--- src/msc_pkg.sv ---
// constants and types for the multi-stage speed cycler
// assumes one 100 MHz clock; all settings arrive as plain ports
package msc_pkg;
    localparam int          STAGES     = 8;
    localparam int          SW         = 3;
    localparam int          FW         = 16;
    localparam int          TW         = 16;
    localparam int          CW         = 16;
    // time settings are counted in ticks of this length
    localparam int          TICK_NS    = 1000000;
    localparam int          CLK_NS     = 10;
    localparam int          TICK_CYC   = TICK_NS / CLK_NS;
    localparam logic [1:0]  SRC_KEYPAD = 2'h0;
    localparam logic [1:0]  SRC_TERM   = 2'h1;
    localparam logic [1:0]  SRC_REMOTE = 2'h2;
    localparam logic [3:0]  SPD_MULTI  = 4'h2;
    localparam logic [1:0]  MODE_CYCLE = 2'h1;
    localparam logic [2:0]  STG_MIN    = 3'h2;
    localparam logic [2:0]  STG_MAX    = 3'h7;
    localparam logic [2:0]  TS_2LINE1  = 3'h0;
    localparam logic [2:0]  TS_2LINE2  = 3'h1;
    localparam logic        DIR_FWD    = 1'b0;
    localparam logic        DIR_REV    = 1'b1;
    localparam logic        END_STOP   = 1'b0;
    typedef enum logic [5:0] {
        ST_IDLE = 6'b000001,
        ST_RUN  = 6'b000010,
        ST_WAIT = 6'b000100,
        ST_STOP = 6'b001000,
        ST_DEAD = 6'b010000,
        ST_HOLD = 6'b100000
    } msc_state_t;
endpackage

--- src/msc_cycler.sv ---
// stage sequencer for automatic circulating operation
// assumes settings are static while running; terminals already debounced
`timescale 1ns/1ps
module msc_cycler
    import msc_pkg::*;
(
    // clock and reset
    input  wire logic                   clk_i,
    input  wire logic                   rstn_i,
    // mode settings
    input  wire logic [1:0]             control_source_select_i,
    input  wire logic [3:0]             speed_source_select_i,
    input  wire logic [1:0]             multi_speed_mode_select_i,
    input  wire logic [2:0]             cycle_stage_count_i,
    input  wire logic [CW-1:0]          cycle_repeat_count_i,
    input  wire logic                   cycle_end_action_i,
    input  wire logic [TW-1:0]          direction_dead_time_i,
    input  wire logic [2:0]             terminal_control_style_i,
    // per-stage settings, stage 0 is the first speed
    input  wire logic [STAGES*TW-1:0]   stage_accel_i,
    input  wire logic [STAGES*TW-1:0]   stage_decel_i,
    input  wire logic [STAGES*TW-1:0]   stage_run_time_i,
    input  wire logic [STAGES*FW-1:0]   stage_freq_i,
    input  wire logic [STAGES-1:0]      keypad_direction_select_i,
    input  wire logic [STAGES*TW-1:0]   stage_stop_wait_time_i,
    // commands; terminals are high when tied to common
    input  wire logic                   key_run_i,
    input  wire logic                   key_stop_i,
    input  wire logic                   run_terminal_i,
    input  wire logic                   stop_terminal_i,
    input  wire logic                   forward_run_terminal_i,
    input  wire logic                   backward_run_terminal_i,
    input  wire logic                   third_wire_terminal_i,
    // drive outputs
    output logic                        active_o,
    output logic                        drive_on_o,
    output logic                        dir_o,
    output logic [FW-1:0]               freq_o,
    output logic [TW-1:0]               accel_o,
    output logic [TW-1:0]               decel_o,
    output logic [SW-1:0]               stage_o,
    output logic [CW-1:0]               cycles_o
);
    logic r1_q, rst_n;
    always_ff @(posedge clk_i or negedge rstn_i) begin
        if (!rstn_i) begin
            r1_q  <= 1'b0;
            rst_n <= 1'b0;
        end else begin
            r1_q  <= 1'b1;
            rst_n <= r1_q;
        end
    end

    msc_state_t    st_q, st_d;
    logic [SW-1:0] stg_q, stg_d;
    logic [CW-1:0] cyc_q, cyc_d;
    logic          dir_q, dir_d;
    logic          ld;
    logic [TW-1:0] ld_val;
    logic          tmr_done;
    logic          enabled, start, stop, term_dir;
    logic [SW-1:0] last, nxt;
    logic          wrap, nxt_dir;
    logic [TW-1:0] stage_wait [STAGES];
    logic [TW-1:0] stage_run  [STAGES];
    logic [TW-1:0] stage_acc  [STAGES];
    logic [TW-1:0] stage_dec  [STAGES];
    logic [FW-1:0] stage_frq  [STAGES];

    genvar g;
    generate
        for (g = 0; g < STAGES; g++) begin : g_unpack
            assign stage_wait[g] = stage_stop_wait_time_i[g*TW +: TW];
            assign stage_run[g]  = stage_run_time_i[g*TW +: TW];
            assign stage_acc[g]  = stage_accel_i[g*TW +: TW];
            assign stage_dec[g]  = stage_decel_i[g*TW +: TW];
            assign stage_frq[g]  = stage_freq_i[g*FW +: FW];
        end
    endgenerate

    msc_timer u_tmr (
        .clk_i   (clk_i),
        .rst_n_i (rst_n),
        .load_i  (ld),
        .ticks_i (ld_val),
        .done_o  (tmr_done)
    );

    assign enabled = (speed_source_select_i == SPD_MULTI)
                  && (multi_speed_mode_select_i == MODE_CYCLE);
    // inputs active high = tied to common
    assign start = key_run_i || run_terminal_i;
    assign stop  = key_stop_i || stop_terminal_i;

    // two-line styles follow which terminal is closed; others use the
    // third wire to pick direction, ignoring the forward and backward terminals
    always_comb begin
        unique case (terminal_control_style_i)
            TS_2LINE1, TS_2LINE2: term_dir = backward_run_terminal_i && !forward_run_terminal_i;
            default:              term_dir = third_wire_terminal_i ? DIR_REV : DIR_FWD;
        endcase
    end

    // clamp stage count to the allowed window
    assign last = (cycle_stage_count_i < STG_MIN) ? STG_MIN - 3'h1 :
                  (cycle_stage_count_i - 3'h1);
    assign wrap = (stg_q >= last);
    assign nxt  = wrap ? '0 : stg_q + SW'(1);

    function automatic logic dir_of(input logic [SW-1:0] s);
        if (control_source_select_i == SRC_TERM) begin
            return term_dir;
        end
        return keypad_direction_select_i[s];
    endfunction
    // process form so setting changes read inside dir_of re-evaluate it
    always_comb begin
        nxt_dir = dir_of(nxt);
    end

    always_comb begin
        st_d   = st_q;
        stg_d  = stg_q;
        cyc_d  = cyc_q;
        dir_d  = dir_q;
        ld     = 1'b0;
        ld_val = '0;
        unique case (st_q)
            ST_IDLE, ST_HOLD: begin
                if (st_q == ST_HOLD && stop) begin
                    st_d  = ST_IDLE;
                    stg_d = '0;
                    cyc_d = '0;
                end else if (st_q == ST_IDLE && start && enabled && !stop) begin
                    st_d   = ST_RUN;
                    stg_d  = '0;
                    cyc_d  = '0;
                    dir_d  = dir_of('0);
                    ld     = 1'b1;
                    ld_val = stage_run[0];
                end
            end
            ST_RUN: begin
                if (tmr_done) begin
                    if (wrap && (cyc_q + CW'(1) >= cycle_repeat_count_i)) begin
                        cyc_d = cyc_q + CW'(1);
                        st_d  = (cycle_end_action_i == END_STOP) ? ST_IDLE : ST_HOLD;
                        if (cycle_end_action_i == END_STOP) begin
                            stg_d = '0;
                            cyc_d = '0;
                        end
                    end else begin
                        if (wrap) begin
                            cyc_d = cyc_q + CW'(1);
                        end
                        stg_d = nxt;
                        if (nxt_dir != dir_q) begin
                            st_d   = ST_STOP;
                            ld     = 1'b1;
                            ld_val = stage_wait[stg_q];
                        end else if (stage_wait[stg_q] != '0) begin
                            st_d   = ST_WAIT;
                            ld     = 1'b1;
                            ld_val = stage_wait[stg_q];
                        end else begin
                            st_d   = ST_RUN;
                            ld     = 1'b1;
                            ld_val = stage_run[nxt];
                        end
                    end
                end
            end
            ST_WAIT: begin
                if (tmr_done) begin
                    st_d   = ST_RUN;
                    ld     = 1'b1;
                    ld_val = stage_run[stg_q];
                end
            end
            ST_STOP: begin
                if (tmr_done) begin
                    st_d   = ST_DEAD;
                    ld     = 1'b1;
                    ld_val = direction_dead_time_i;
                end
            end
            ST_DEAD: begin
                if (tmr_done) begin
                    st_d   = ST_RUN;
                    dir_d  = dir_of(stg_q);
                    ld     = 1'b1;
                    ld_val = stage_run[stg_q];
                end
            end
            default: st_d = ST_IDLE;
        endcase
        // stop wins over every running state
        if (stop && st_q != ST_IDLE) begin
            st_d  = ST_IDLE;
            stg_d = '0;
            cyc_d = '0;
            ld    = 1'b0;
        end
    end

    always_ff @(posedge clk_i or negedge rst_n) begin
        if (!rst_n) begin
            st_q  <= ST_IDLE;
            stg_q <= '0;
            cyc_q <= '0;
            dir_q <= DIR_FWD;
        end else begin
            st_q  <= st_d;
            stg_q <= stg_d;
            cyc_q <= cyc_d;
            dir_q <= dir_d;
        end
    end

    // drive outputs registered from next stage (stg_d), so they line up with the current stage
    always_ff @(posedge clk_i or negedge rst_n) begin
        if (!rst_n) begin
            active_o   <= 1'b0;
            drive_on_o <= 1'b0;
            dir_o      <= DIR_FWD;
            freq_o     <= '0;
            accel_o    <= '0;
            decel_o    <= '0;
            stage_o    <= '0;
            cycles_o   <= '0;
        end else begin
            active_o   <= (st_d != ST_IDLE);
            drive_on_o <= (st_d == ST_RUN) || (st_d == ST_HOLD);
            dir_o      <= dir_d;
            freq_o     <= stage_frq[stg_d];
            accel_o    <= stage_acc[stg_d];
            decel_o    <= stage_dec[stg_d];
            stage_o    <= stg_d;
            cycles_o   <= cyc_d;
        end
    end

    property p_stop_ends;
        @(posedge clk_i) disable iff (!rst_n)
        (stop && st_q != ST_IDLE) |=> (st_q == ST_IDLE && stg_q == '0 && cyc_q == '0);
    endproperty
    a_stop_ends: assert property (p_stop_ends) else $error("stop did not end cycling");

    property p_enable;
        @(posedge clk_i) disable iff (!rst_n)
        (st_q == ST_IDLE && !enabled) |=> (st_q == ST_IDLE);
    endproperty
    a_enable: assert property (p_enable) else $error("started while not enabled");

    property p_dead_after_stop;
        @(posedge clk_i) disable iff (!rst_n)
        (st_q == ST_STOP && tmr_done && !stop) |=> (st_q == ST_DEAD);
    endproperty
    a_dead_after_stop: assert property (p_dead_after_stop) else $error("no dead time");

    property p_drive_off_wait;
        @(posedge clk_i) disable iff (!rst_n)
        (st_q == ST_WAIT || st_q == ST_DEAD || st_q == ST_STOP) |-> !drive_on_o;
    endproperty
    a_drive_off_wait: assert property (p_drive_off_wait) else $error("drive on in pause");

    property p_freq_stage;
        @(posedge clk_i) disable iff (!rst_n)
        (st_q == ST_RUN) |-> (freq_o == stage_frq[stg_q] && stage_o == stg_q);
    endproperty
    a_freq_stage: assert property (p_freq_stage) else $error("frequency not stage's");

    property p_advance;
        @(posedge clk_i) disable iff (!rst_n)
        (st_q == ST_RUN && tmr_done && !stop && !wrap) |=> (stg_q == $past(stg_q) + SW'(1));
    endproperty
    a_advance: assert property (p_advance) else $error("stage did not advance");

    property p_stage_bound;
        @(posedge clk_i) disable iff (!rst_n)
        (st_q != ST_IDLE) |-> (stg_q <= STG_MAX - 3'h1);
    endproperty
    a_stage_bound: assert property (p_stage_bound) else $error("stage beyond seventh");

    property p_direct;
        @(posedge clk_i) disable iff (!rst_n)
        (st_q == ST_RUN && tmr_done && !stop && !wrap && nxt_dir == dir_q
         && stage_wait[stg_q] == '0) |=> (st_q == ST_RUN);
    endproperty
    a_direct: assert property (p_direct) else $error("paused with zero wait");

    property p_term_dir;
        @(posedge clk_i) disable iff (!rst_n)
        (control_source_select_i == SRC_TERM && st_q == ST_IDLE && st_d == ST_RUN)
            |=> (dir_q == $past(term_dir));
    endproperty
    a_term_dir: assert property (p_term_dir) else $error("direction not from terminals");
endmodule

--- src/msc_timer.sv ---
// tick-based countdown used for run, wait and dead time
// assumes reset already synchronised by the caller
`timescale 1ns/1ps
module msc_timer
    import msc_pkg::*;
(
    // clock and reset
    input  wire logic          clk_i,
    input  wire logic          rst_n_i,
    // control
    input  wire logic          load_i,
    input  wire logic [TW-1:0] ticks_i,
    // status
    output logic               done_o
);
    logic [31:0]   pre_q, pre_d;
    logic [TW-1:0] cnt_q, cnt_d;
    logic          tick;

    assign tick   = (pre_q == 32'(TICK_CYC - 1));
    // done must not look at load_i: the caller derives load from done
    assign done_o = (cnt_q == '0);

    always_comb begin
        pre_d = tick ? 32'h0 : pre_q + 32'h1;
        cnt_d = cnt_q;
        if (load_i) begin
            pre_d = 32'h0;
            cnt_d = ticks_i;
        end else if (tick && cnt_q != '0) begin
            cnt_d = cnt_q - TW'(1);
        end
    end

    always_ff @(posedge clk_i or negedge rst_n_i) begin
        if (!rst_n_i) begin
            pre_q <= 32'h0;
            cnt_q <= '0;
        end else begin
            pre_q <= pre_d;
            cnt_q <= cnt_d;
        end
    end
endmodule
--- config.mk ---
export PLATFORM = sky130hd
export DESIGN_NAME = msc_cycler
export DESIGN_NICKNAME = d
export VERILOG_FILES = /design/src/msc_pkg.sv /design/src/msc_cycler.sv /design/src/msc_timer.sv
export SDC_FILE = /design/constraint.sdc
export NUM_CORES = 1
export LEC_CHECK = 0
export BUFFER_PORTS_ARGS = -buffer_cell sky130_fd_sc_hd__buf_4
export CAP_MARGIN = 20
export CORE_AREA = 2 2 300 302
export CTS_CLUSTER_DIAMETER = 60
export CTS_CLUSTER_SIZE = 25
export DETAILED_ROUTE_END_ITERATION = 10
export DIE_AREA = 0 0 302 304
export SLEW_MARGIN = 15
export SYNTH_ARGS = -nofsm -noshare
export SYNTH_HDL_FRONTEND = slang
export SYNTH_SLANG_ARGS = --single-unit
--- constraint.sdc ---
create_clock -name clk_i -period 4 [get_ports clk_i]
set_input_delay 0.8 -clock clk_i [delete_from_list [all_inputs] [get_ports clk_i]]
set_output_delay 0.8 -clock clk_i [all_outputs]
set_load 0.1 [all_outputs]
# == After elaboration in Yosys (flattened, before gate mapping) ==
# Cells that the tools add are included.
# W data, S select, Z words.
# classes
n_addsub,5
mul,0
div,0
order_cmp,8
eq_ne,22
shift,0
muxes,86
bitwise,3
reduce_logical,27
# op_table
cell,count
$mux W16,29
$bmux W16 S3,6
$mux W32,2
$pmux W16 S4,1
$mux W6,8
$add A32 B1 Y32 const B,1
$eq A32 B17 Y1 const B,1
$pmux W16 S2,1
$reduce_bool A16 Y1,2
$mux W3,9
$pmux W6 S4,1
$mux W1,23
$add A16 B1 Y16 const B,1
$ge A16 B16 Y1,1
$logic_not A16 Y1,1
$sub A16 B1 Y16 const B,1
$eq A6 B2 Y1 const B,2
$eq A6 B6 Y1 const B,2
$ge A4 B4 Y1 const B,3
$ne A6 B1 Y1 const B,2
$not A3 Y4,3
$logic_and A1 B1 Y1,9
$lt A3 B4 Y1 const B,2
$ne A4 B4 Y1 const B,2
other kinds (27),38
# word_totals
ff_bits,126
latchBits,0
mem_bits_rw,0
romBits,0
input_bits,704
out_inout_bits,70
elab_cells,164
memories,0

# == Logic depth before layout (Yosys ltp) ==
# Gate-level depths: netlist of run 1.
# depth
ltp_word,15
ltp_mapped,19
ltp_nobuf,16

# == Hierarchy ==
# From an unflattened synthesis of run 1, not the netlist that was laid out.
# hier_totals
cells_unflattened,1662
hier_area_um2,14926.8
# by_module_without_submodules
mod,n_inst,cells_per_inst,area_each_um2,seq_area_each_um2
msc_cycler,1,1361,12155.4,1953.1
msc_timer,1,301,2771.4,1201.2

# == Least setup slack after synthesis of run 1 ==
# Ideal clock, no wire load.
# synth_path
path_kind,reg-to-reg
from,reg cycles_o[0] (netlist name)
to,reg decel_o[14]
setup_time_ps,129
t_arrival_ps,4886
t_required_ps,3871
path_slack_ps,-1015
stages_incl_launch_ff,19
path_buffers,3
path_cell_list,dfrtp_1 > ha_1 > and3_1 > and3_1 > and3_1 > clkbuf_1 > nand3_1 > xnor2_1 > ha_1 > a21oi_1 > nand2_1 > a2111o_1 > o311ai_1 > nand4_2 > buf_4 > clkbuf_1 > and3_1 > a211oi_1 > nor4_1
# synth_lines
item,line_no,text
to (signal assigned),msc_cycler.sv:238,decel_o <= stage_dec[stg_d];
to (decl),msc_cycler.sv:40,"output logic [TW-1:0] decel_o,"

==> reports/metrics.cfg, run 1 <==
[die]
die-area_sq_um=91810
start_util_pct=14.81
num_io_pins=774
die_x_um=302
chipHeight_um=304
design.core.area_sq_um=89050
fp-row-count=110

[sta]
setup_slack_ns=-0.3080
hold_violations=0
fin_crit_ns=4.308
tightest_slew_ns=0.8253
drv_slew=0
setup_violations=86
period_share_pct=107.7
rsz0062_at_grt=true
fin_setup_tns_ns=-12.72
skew_ns=0.02371
max_slew_margin_pct=44.40
max_freq_mhz=232.1

[logic_synthesis]
ys_warn_count=0
netlist_instances=1514
synth-adder-area-share_pct=2.276
synth_compound_area_share_pct=21.48
syn-cell-area_sq_um=13190
synth_top_cell_by_area=dfrtp_1
synthFlopType=dfrtp_1
synth_top_family_by_area=simple AND/OR/NAND/NOR gates
synth.area.top_cells=dfrtp_1, mux4_2, a211oi_1, and3_1, mux2i_1
yosys.area_share.simple_pct=26.12
syn_avg_cell_area_sq_um=8.713
synth_top_area_share_pct=23.71
synth_mux_area_share_pct=16.53
synth_edf_count=0
synthDistinctLibCells=73
ys_seq_area_share_pct=23.91
synth_xor_area_share_pct=4.116
ys_seq_elements=126
async_reset_ff_share_pct=100.0
syn_nets=2242

[placement]
dp_hpwl_mm=71.57
dp.cells=3536
place_congestion=0.9918
port_buffers=772

[grt]
globalRouteOverflowTotal=0
grt_max_degree=56
grt_pass1_vias=17920
grt_pass1_wl_mm=126.3
grt_usage_pct=19.12
antenna_found_initial=42

[clock_tree]
cts_buffers=17
cts.sinks=126
clockRootBuffer=clkbuf_16
clk_latency_ns=0.49
clk_path_buf_depth=2
clk_pin_slew_ns=0.09
cts_tree=done
h-tree-depth=4
hold_buffers=0

[routing]
drt-met1-wl_mm=35.17
wire_per_inst_um=25.77
drt_iter0_markers=1429
top_layer=met5
wl_met2_mm=44.07
post-route-drc-count=0
ant_nets=0
vias=17850
first_pass_iters=5
totalWireLength_mm=94.22
wl_met3_mm=10.91
via_per_inst=4.880

[cells_and_area]
nNetsFinal=3169
area_growth_pct=90.89
drive_gt1_share_pct=57.50
final_cells=3657
fillCellCount=9384

[pwr]
power_density_nw_per_um2=231.6
ir_drop_mv=0.2319
power.leakage_nw=11.30

[status]
violations=negative setup slack
status=complete, but fails checks

[min_path]
hp-class=primary input to async pin

[setup_path]
cp-start-kind=flip-flop
crit_fanout=6
end_kind=flip-flop
crit_type=flip-flop to flip-flop
arrival_ns=4.66
cp.required_ns=4.35

[run]
maxCapViolCount=0

## per-layer routing
layer | vias to the layer above | global-route usage, %
met5 | - | 0
met4 | 36 | 7.472
met3 | 227 | 8.346
met2 | 960 | 30.89
met1 | 8806 | 22.09
li1 | 7816 | -
## metrics by stage
| step | power (W) | area (sq um) | setup slack [ns] | util [%] | hold WS (ns) |
|---|---|---|---|---|---|
| after floorplan | 0.002685 | 13440 | -0.3976 | - | 0.3312 |
| after global placement | 0.003889 | 22060 | -0.6592 | 24.78 | 0.2704 |
| after global routing | 0.006069 | 25140 | -0.4481 | 28.23 | 0.03817 |
| after detailed placement | 0.003900 | 22060 | -0.6710 | 24.78 | 0.2730 |
| after CTS | 0.005764 | 24030 | -0.3798 | 26.99 | 0.01280 |
| final | 0.005831 | 25180 | -0.3080 | 28.28 | 0.06797 |
## synth_stat cells (4+ instances only)
library cell / n
nor2b_1: 4
mux4_2: 74
buf_1: 12
nor2_1: 79
or3_1: 6
xnor2_1: 22
o21ai_0: 41
o31a_1: 5
and2_1: 13
a21oi_1: 35
dfrtp_1: 125
nor3_1: 26
nor4_1: 66
nand2_1: 119
nand2b_1: 7
nand3_1: 53
a22o_1: 9
or2_2: 4
mux2i_1: 48
buf_2: 34
a22oi_1: 15
a211oi_2: 20
o221ai_1: 10
and3_1: 212
a31oi_1: 10
a32oi_1: 7
inv_1: 28
xor2_1: 40
o211ai_1: 7
ha_1: 24
a2111oi_0: 12
nand4_1: 7
o31ai_1: 5
a211oi_1: 184
clkbuf_1: 77
buf_4: 10
and4_1: 6
## area by class of cell
type / count / area, sq um / area share, %
diodes: 27 / 67.56 / 0.2683
clock buffers: 17 / 425.4 / 1.689
clock inverters: 15 / 165.2 / 0.6559
inverters: 31 / 128.9 / 0.5118
multi-input cells: 1222 / 10810 / 42.93
flip-flops and latches: 126 / 3173 / 12.60
well taps: 1176 / 1471 / 5.843
repair buffers: 1043 / 8940 / 35.50
## timing repair
item,4_1_cts,5_1_grt
gates cloned,14,9
endpoints found under the setup margin,80,109
resized for setup,169,135
setup buffers,21,26
pin swaps,52,87
## placed cells by master, fill, tap and decap left out, types with 8 or more instances in the layout
cell type and n:
a2111oi_0 8, a211oi_1 51, a211oi_2 122, a211oi_4 31, a21oi_1 34, a22o_1 9
a22oi_1 15, a31oi_1 10, and2_1 12, and3_1 195, and3_4 17, buf_12 43
buf_16 12, buf_4 939, buf_6 33, buf_8 8, clkbuf_16 24, dfrtp_1 116
diode_2 27, ha_1 23, inv_1 28, mux2i_1 48, mux4_2 74, nand2_1 115
nand3_1 51, nor2_1 75, nor3_1 21, nor4_1 43, nor4_2 23, o21ai_0 27
o21ai_1 14, o221ai_1 10, xnor2_1 20, xor2_1 37
## critical path: stages (launching register included)
cell	delay [ns]
dfrtp_2	0.43
and3_4	0.19
and3_4	0.17
and3_1	0.21
nand3_4	0.13
nor2_4	0.04
xor2_2	0.14
ha_1	0.31
nand4_1	0.14
or3_4	0.42
a311oi_4	0.33
buf_12	0.16
o311ai_4	0.09
buf_6	0.15
a31o_4	0.24
buf_4	0.16
or2_4	0.32
a211oi_2	0.42
nor4_1	0.11
## registers in the layout, indices dropped and copies added, names as in the netlist
signal       count
accel_o         16
active_o         1
cycles_o        16
decel_o         16
dir_o            1
drive_on_o       1
freq_o          16
r1_q             1
rst_n            1
st_q             6
stage_o          3
u_tmr.cnt_q     16
u_tmr.pre_q     32
## path summary, 6_finish.rpt
check / start / to / slack (ns) / cells after the start
max reg2reg: cycles_o[1] / accel_o[9] / -0.31 / 18
max in group asynchronous: rst_n / u_tmr.cnt_q[0] / 2.71 / 1
max: cycles_o[1] / accel_o[9] / -0.31 / 18
min: rstn_i / rst_n / 0.07 / 1
min reg2reg: rst_n / active_o / 0.27 / 0
min in group clk_i: r1_q / rst_n / 0.35 / 0
## cell families (layout without fill, tap and decap cells)
group	Yosys count	count (layout)
XOR/XNOR	62	62
other	1	28
multiplexers	125	125
adder cells (fa/ha/maj)	24	24
flip-flops	126	126
buffers and inverters	167	1106
AND/OR/NAND/NOR	629	630
AO/OA/AOI/OAI	380	380
## where the power goes
part	switching [W]	leakage, nW	internal, W
clock network	0.000864	0.287	0.000838
logic	0.00154	9.42	0.00115
registers	0.0000758	1.60	0.00137
total	0.00248	11.3	0.00335
Note: power is estimated with default switching activity, not from simulation.
==> inputs of run 2 (changes only) <==
BUFFER_PORTS_ARGS = -buffer_cell sky130_fd_sc_hd__buf_2   (was -buffer_cell sky130_fd_sc_hd__buf_4)
==> run 2 against run 1 <==
Against the previous run:
- the flow still finishes with violations (negative setup slack)
- worst setup slack gained 0.011 ns
- largest cell class unchanged
- clock power grew 4%
- routed wire length shrank 5.5%
- critical path type unchanged
==> reports/metrics.cfg, run 2 (same netlist as run 1, synthesis figures left out) <==
[cells_and_area]
final_cells=3620  ; -1.0%
largest_register=u_tmr.pre_q
largest_reg_flops=32  ; unchanged
final_common_cell=buf_2
area_growth_pct=69.66
final_area_sq_um=22380  ; -11%
nNetsFinal=3125  ; -1.4%
fillCellCount=9645  ; +2.8%
drive_gt1_share_pct=54.11  ; -3.4 points
most-common-layout-cells=buf_2, and3_1, buf_4, dfrtp_1, nand2_1

[sta]
skew_ns=0.02472  ; +0.001014 ns
fin_setup_tns_ns=-10.05  ; +2.677 ns
setup_slack_ns=-0.2970  ; +0.01108 ns
hold_slack_ns=0.09850  ; +0.03053 ns
rsz0062_at_grt=true
setup_violations=48  ; -44%
period_share_pct=107.4  ; -0.28 points
hold_violations=0  ; unchanged
fin_crit_ns=4.297  ; -0.01108 ns
tightest_slew_ns=0.8543  ; +0.02892 ns
max_slew_margin_pct=42.25  ; -2.1 points
drv_slew=0  ; unchanged
max_freq_mhz=232.7  ; +0.26%

[setup_path]
end_kind=flip-flop
crit_fanout=8  ; +2
arrival_ns=4.65  ; about the same
slowest_delay_ns=0.42  ; about the same
cp_slowest_cell=or3_4
r2r_cells=18  ; unchanged
cp.required_ns=4.35  ; about the same
path_cells=ha_4, and3_4, and3_4, and3_4, nand3_4, xnor2_4, ha_4, nand4_1, or3_4, a311oi_4, buf_12, o311ai_4, buf_12, a31o_4, or2_4, buf_12, a211oi_4, nor4_2
cp-start-kind=flip-flop
crit_type=flip-flop to flip-flop

[status]
status=complete, but fails checks
violations=negative setup slack

[clock_tree]
hold_buffers=0  ; unchanged
clk_path_buf_depth=2  ; unchanged
cts_tree=done
h-tree-depth=4  ; unchanged
cts_buffers=17  ; unchanged
clk_pin_slew_ns=0.07  ; -0.02 ns
clk_latency_ns=0.49  ; about the same
cts.sinks=126  ; unchanged
clockRootBuffer=clkbuf_16

[die]
chipHeight_um=304  ; unchanged
die_x_um=302  ; unchanged
design.core.area_sq_um=89050  ; unchanged
fp-row-count=110  ; unchanged
die-area_sq_um=91810  ; unchanged
start_util_pct=14.81  ; unchanged
num_io_pins=774  ; unchanged

[routing]
ant_nets=0  ; unchanged
via_per_inst=4.856  ; -0.50%
first_pass_iters=7  ; +2
post-route-drc-count=0  ; unchanged
vias=17580  ; -1.5%
totalWireLength_mm=89.04  ; -5.5%
wire_per_inst_um=24.60  ; -4.5%
drt_iter0_markers=1467  ; +2.7%

[placement]
place_congestion=0.9963  ; +0.45%
port_buffers=772  ; unchanged
dp_hpwl_mm=69.86  ; -2.4%
dp.cells=3514  ; -0.62%
dpl_cell_area_sq_um=20010  ; -9.3%

[pwr]
power.leakage_nw=10.35  ; -8.4%
ir_drop_mv=0.2845  ; +23%
power_density_nw_per_um2=248.0  ; +7.1%

[grt]
grt_pass1_vias=17180  ; -4.1%
antenna_found_initial=59  ; +40%
globalRouteOverflowTotal=0  ; unchanged
grt_pass1_wl_mm=122.3  ; -3.1%
grt_usage_pct=18.44  ; -0.68 points
grt_max_degree=82  ; +46%

[min_path]
hp-class=primary input to async pin

[run]
maxCapViolCount=0  ; unchanged

-- run 2: changes by cell type in the layout (fill, tap and decap cells not counted), moves of 5 or more --
cell      delta
a211oi_4     -7
a211oi_2    -45
and3_4       -9
and3_1       +9
buf_4      -790
diode_2      +7
buf_6       -16
buf_8        -5
a211oi_1    +52
nor4_1       +6
buf_16       -8
nor4_2       -8
buf_2      +772
-- run 2: where the power goes --
group | total, W | internal (W) | switching (W) | leakage, nW
clock | 0.00177 | 0.000956 | 0.000814 | 0.303
sequential | 0.00144 | 0.00137 | 0.0000745 | 1.60
combinational | 0.00234 | 0.000843 | 0.00150 | 8.45
-- run 2: layer usage --
metal,global-route usage [%],part of all wire [%]
met5,0,0.23
met4,5.987,3.3
met3,8.724,12
met2,29.23,46
met1,21.83,39
-- run 2: area by class of cell --
cell class | count | area, sq um | share of cell area, %
sequential | 126 | 3173 | 14.18
multi-input combinational | 1222 | 10430 | 46.62
inverter | 31 | 121.4 | 0.5423
antenna | 34 | 85.08 | 0.3802
tap | 1176 | 1471 | 6.575
clock buffer | 17 | 425.4 | 1.901
clock inverter | 15 | 197.7 | 0.8833
timing repair buffer | 999 | 6472 | 28.92
-- run 2: metrics by stage --
step / utilization [%] / power [W] / setup slack, ns
2_1_floorplan: - / 0.002685 / -0.3976
3_3_place_gp: 22.47 / 0.003634 / -0.5872
3_5_place_dp: 22.47 / 0.003638 / -0.6790
4_1_cts: 24.17 / 0.005526 / -0.3437
5_1_grt: 25.08 / 0.005788 / -0.4843
6_report: 25.13 / 0.005550 / -0.2970
-- run 2: final timing paths --
check | startpoint | endpoint | slack, ns
max in group asynchronous | rst_n | u_tmr.pre_q[10] | 2.72
worst max-delay path | cycles_o[1] | accel_o[10] | -0.30
worst min-delay path | rstn_i | rst_n | 0.1
worst max register to register | cycles_o[1] | accel_o[10] | -0.30
min in group clk_i | r1_q | rst_n | 0.35
worst min register to register | rst_n | stage_o[1] | 0.31
-- run 2: repair_timing --
action	4_1_cts	5_1_grt
setup endpoints to repair	106	110
resized for setup	87	108
gates cloned	8	5
setup buffers	21	11
pin swaps	27	50
-- run 2: worst max-delay path, delay by kind of cell, from the launching register on --
family	cells	cell delay (ns)
flip-flops	1	0.40
adder cells (fa/ha/maj)	2	0.43
XOR/XNOR	1	0.19
AND/OR/NAND/NOR	8	1.70
buffers and inverters	3	0.52
AO/OA/AOI/OAI	4	0.90
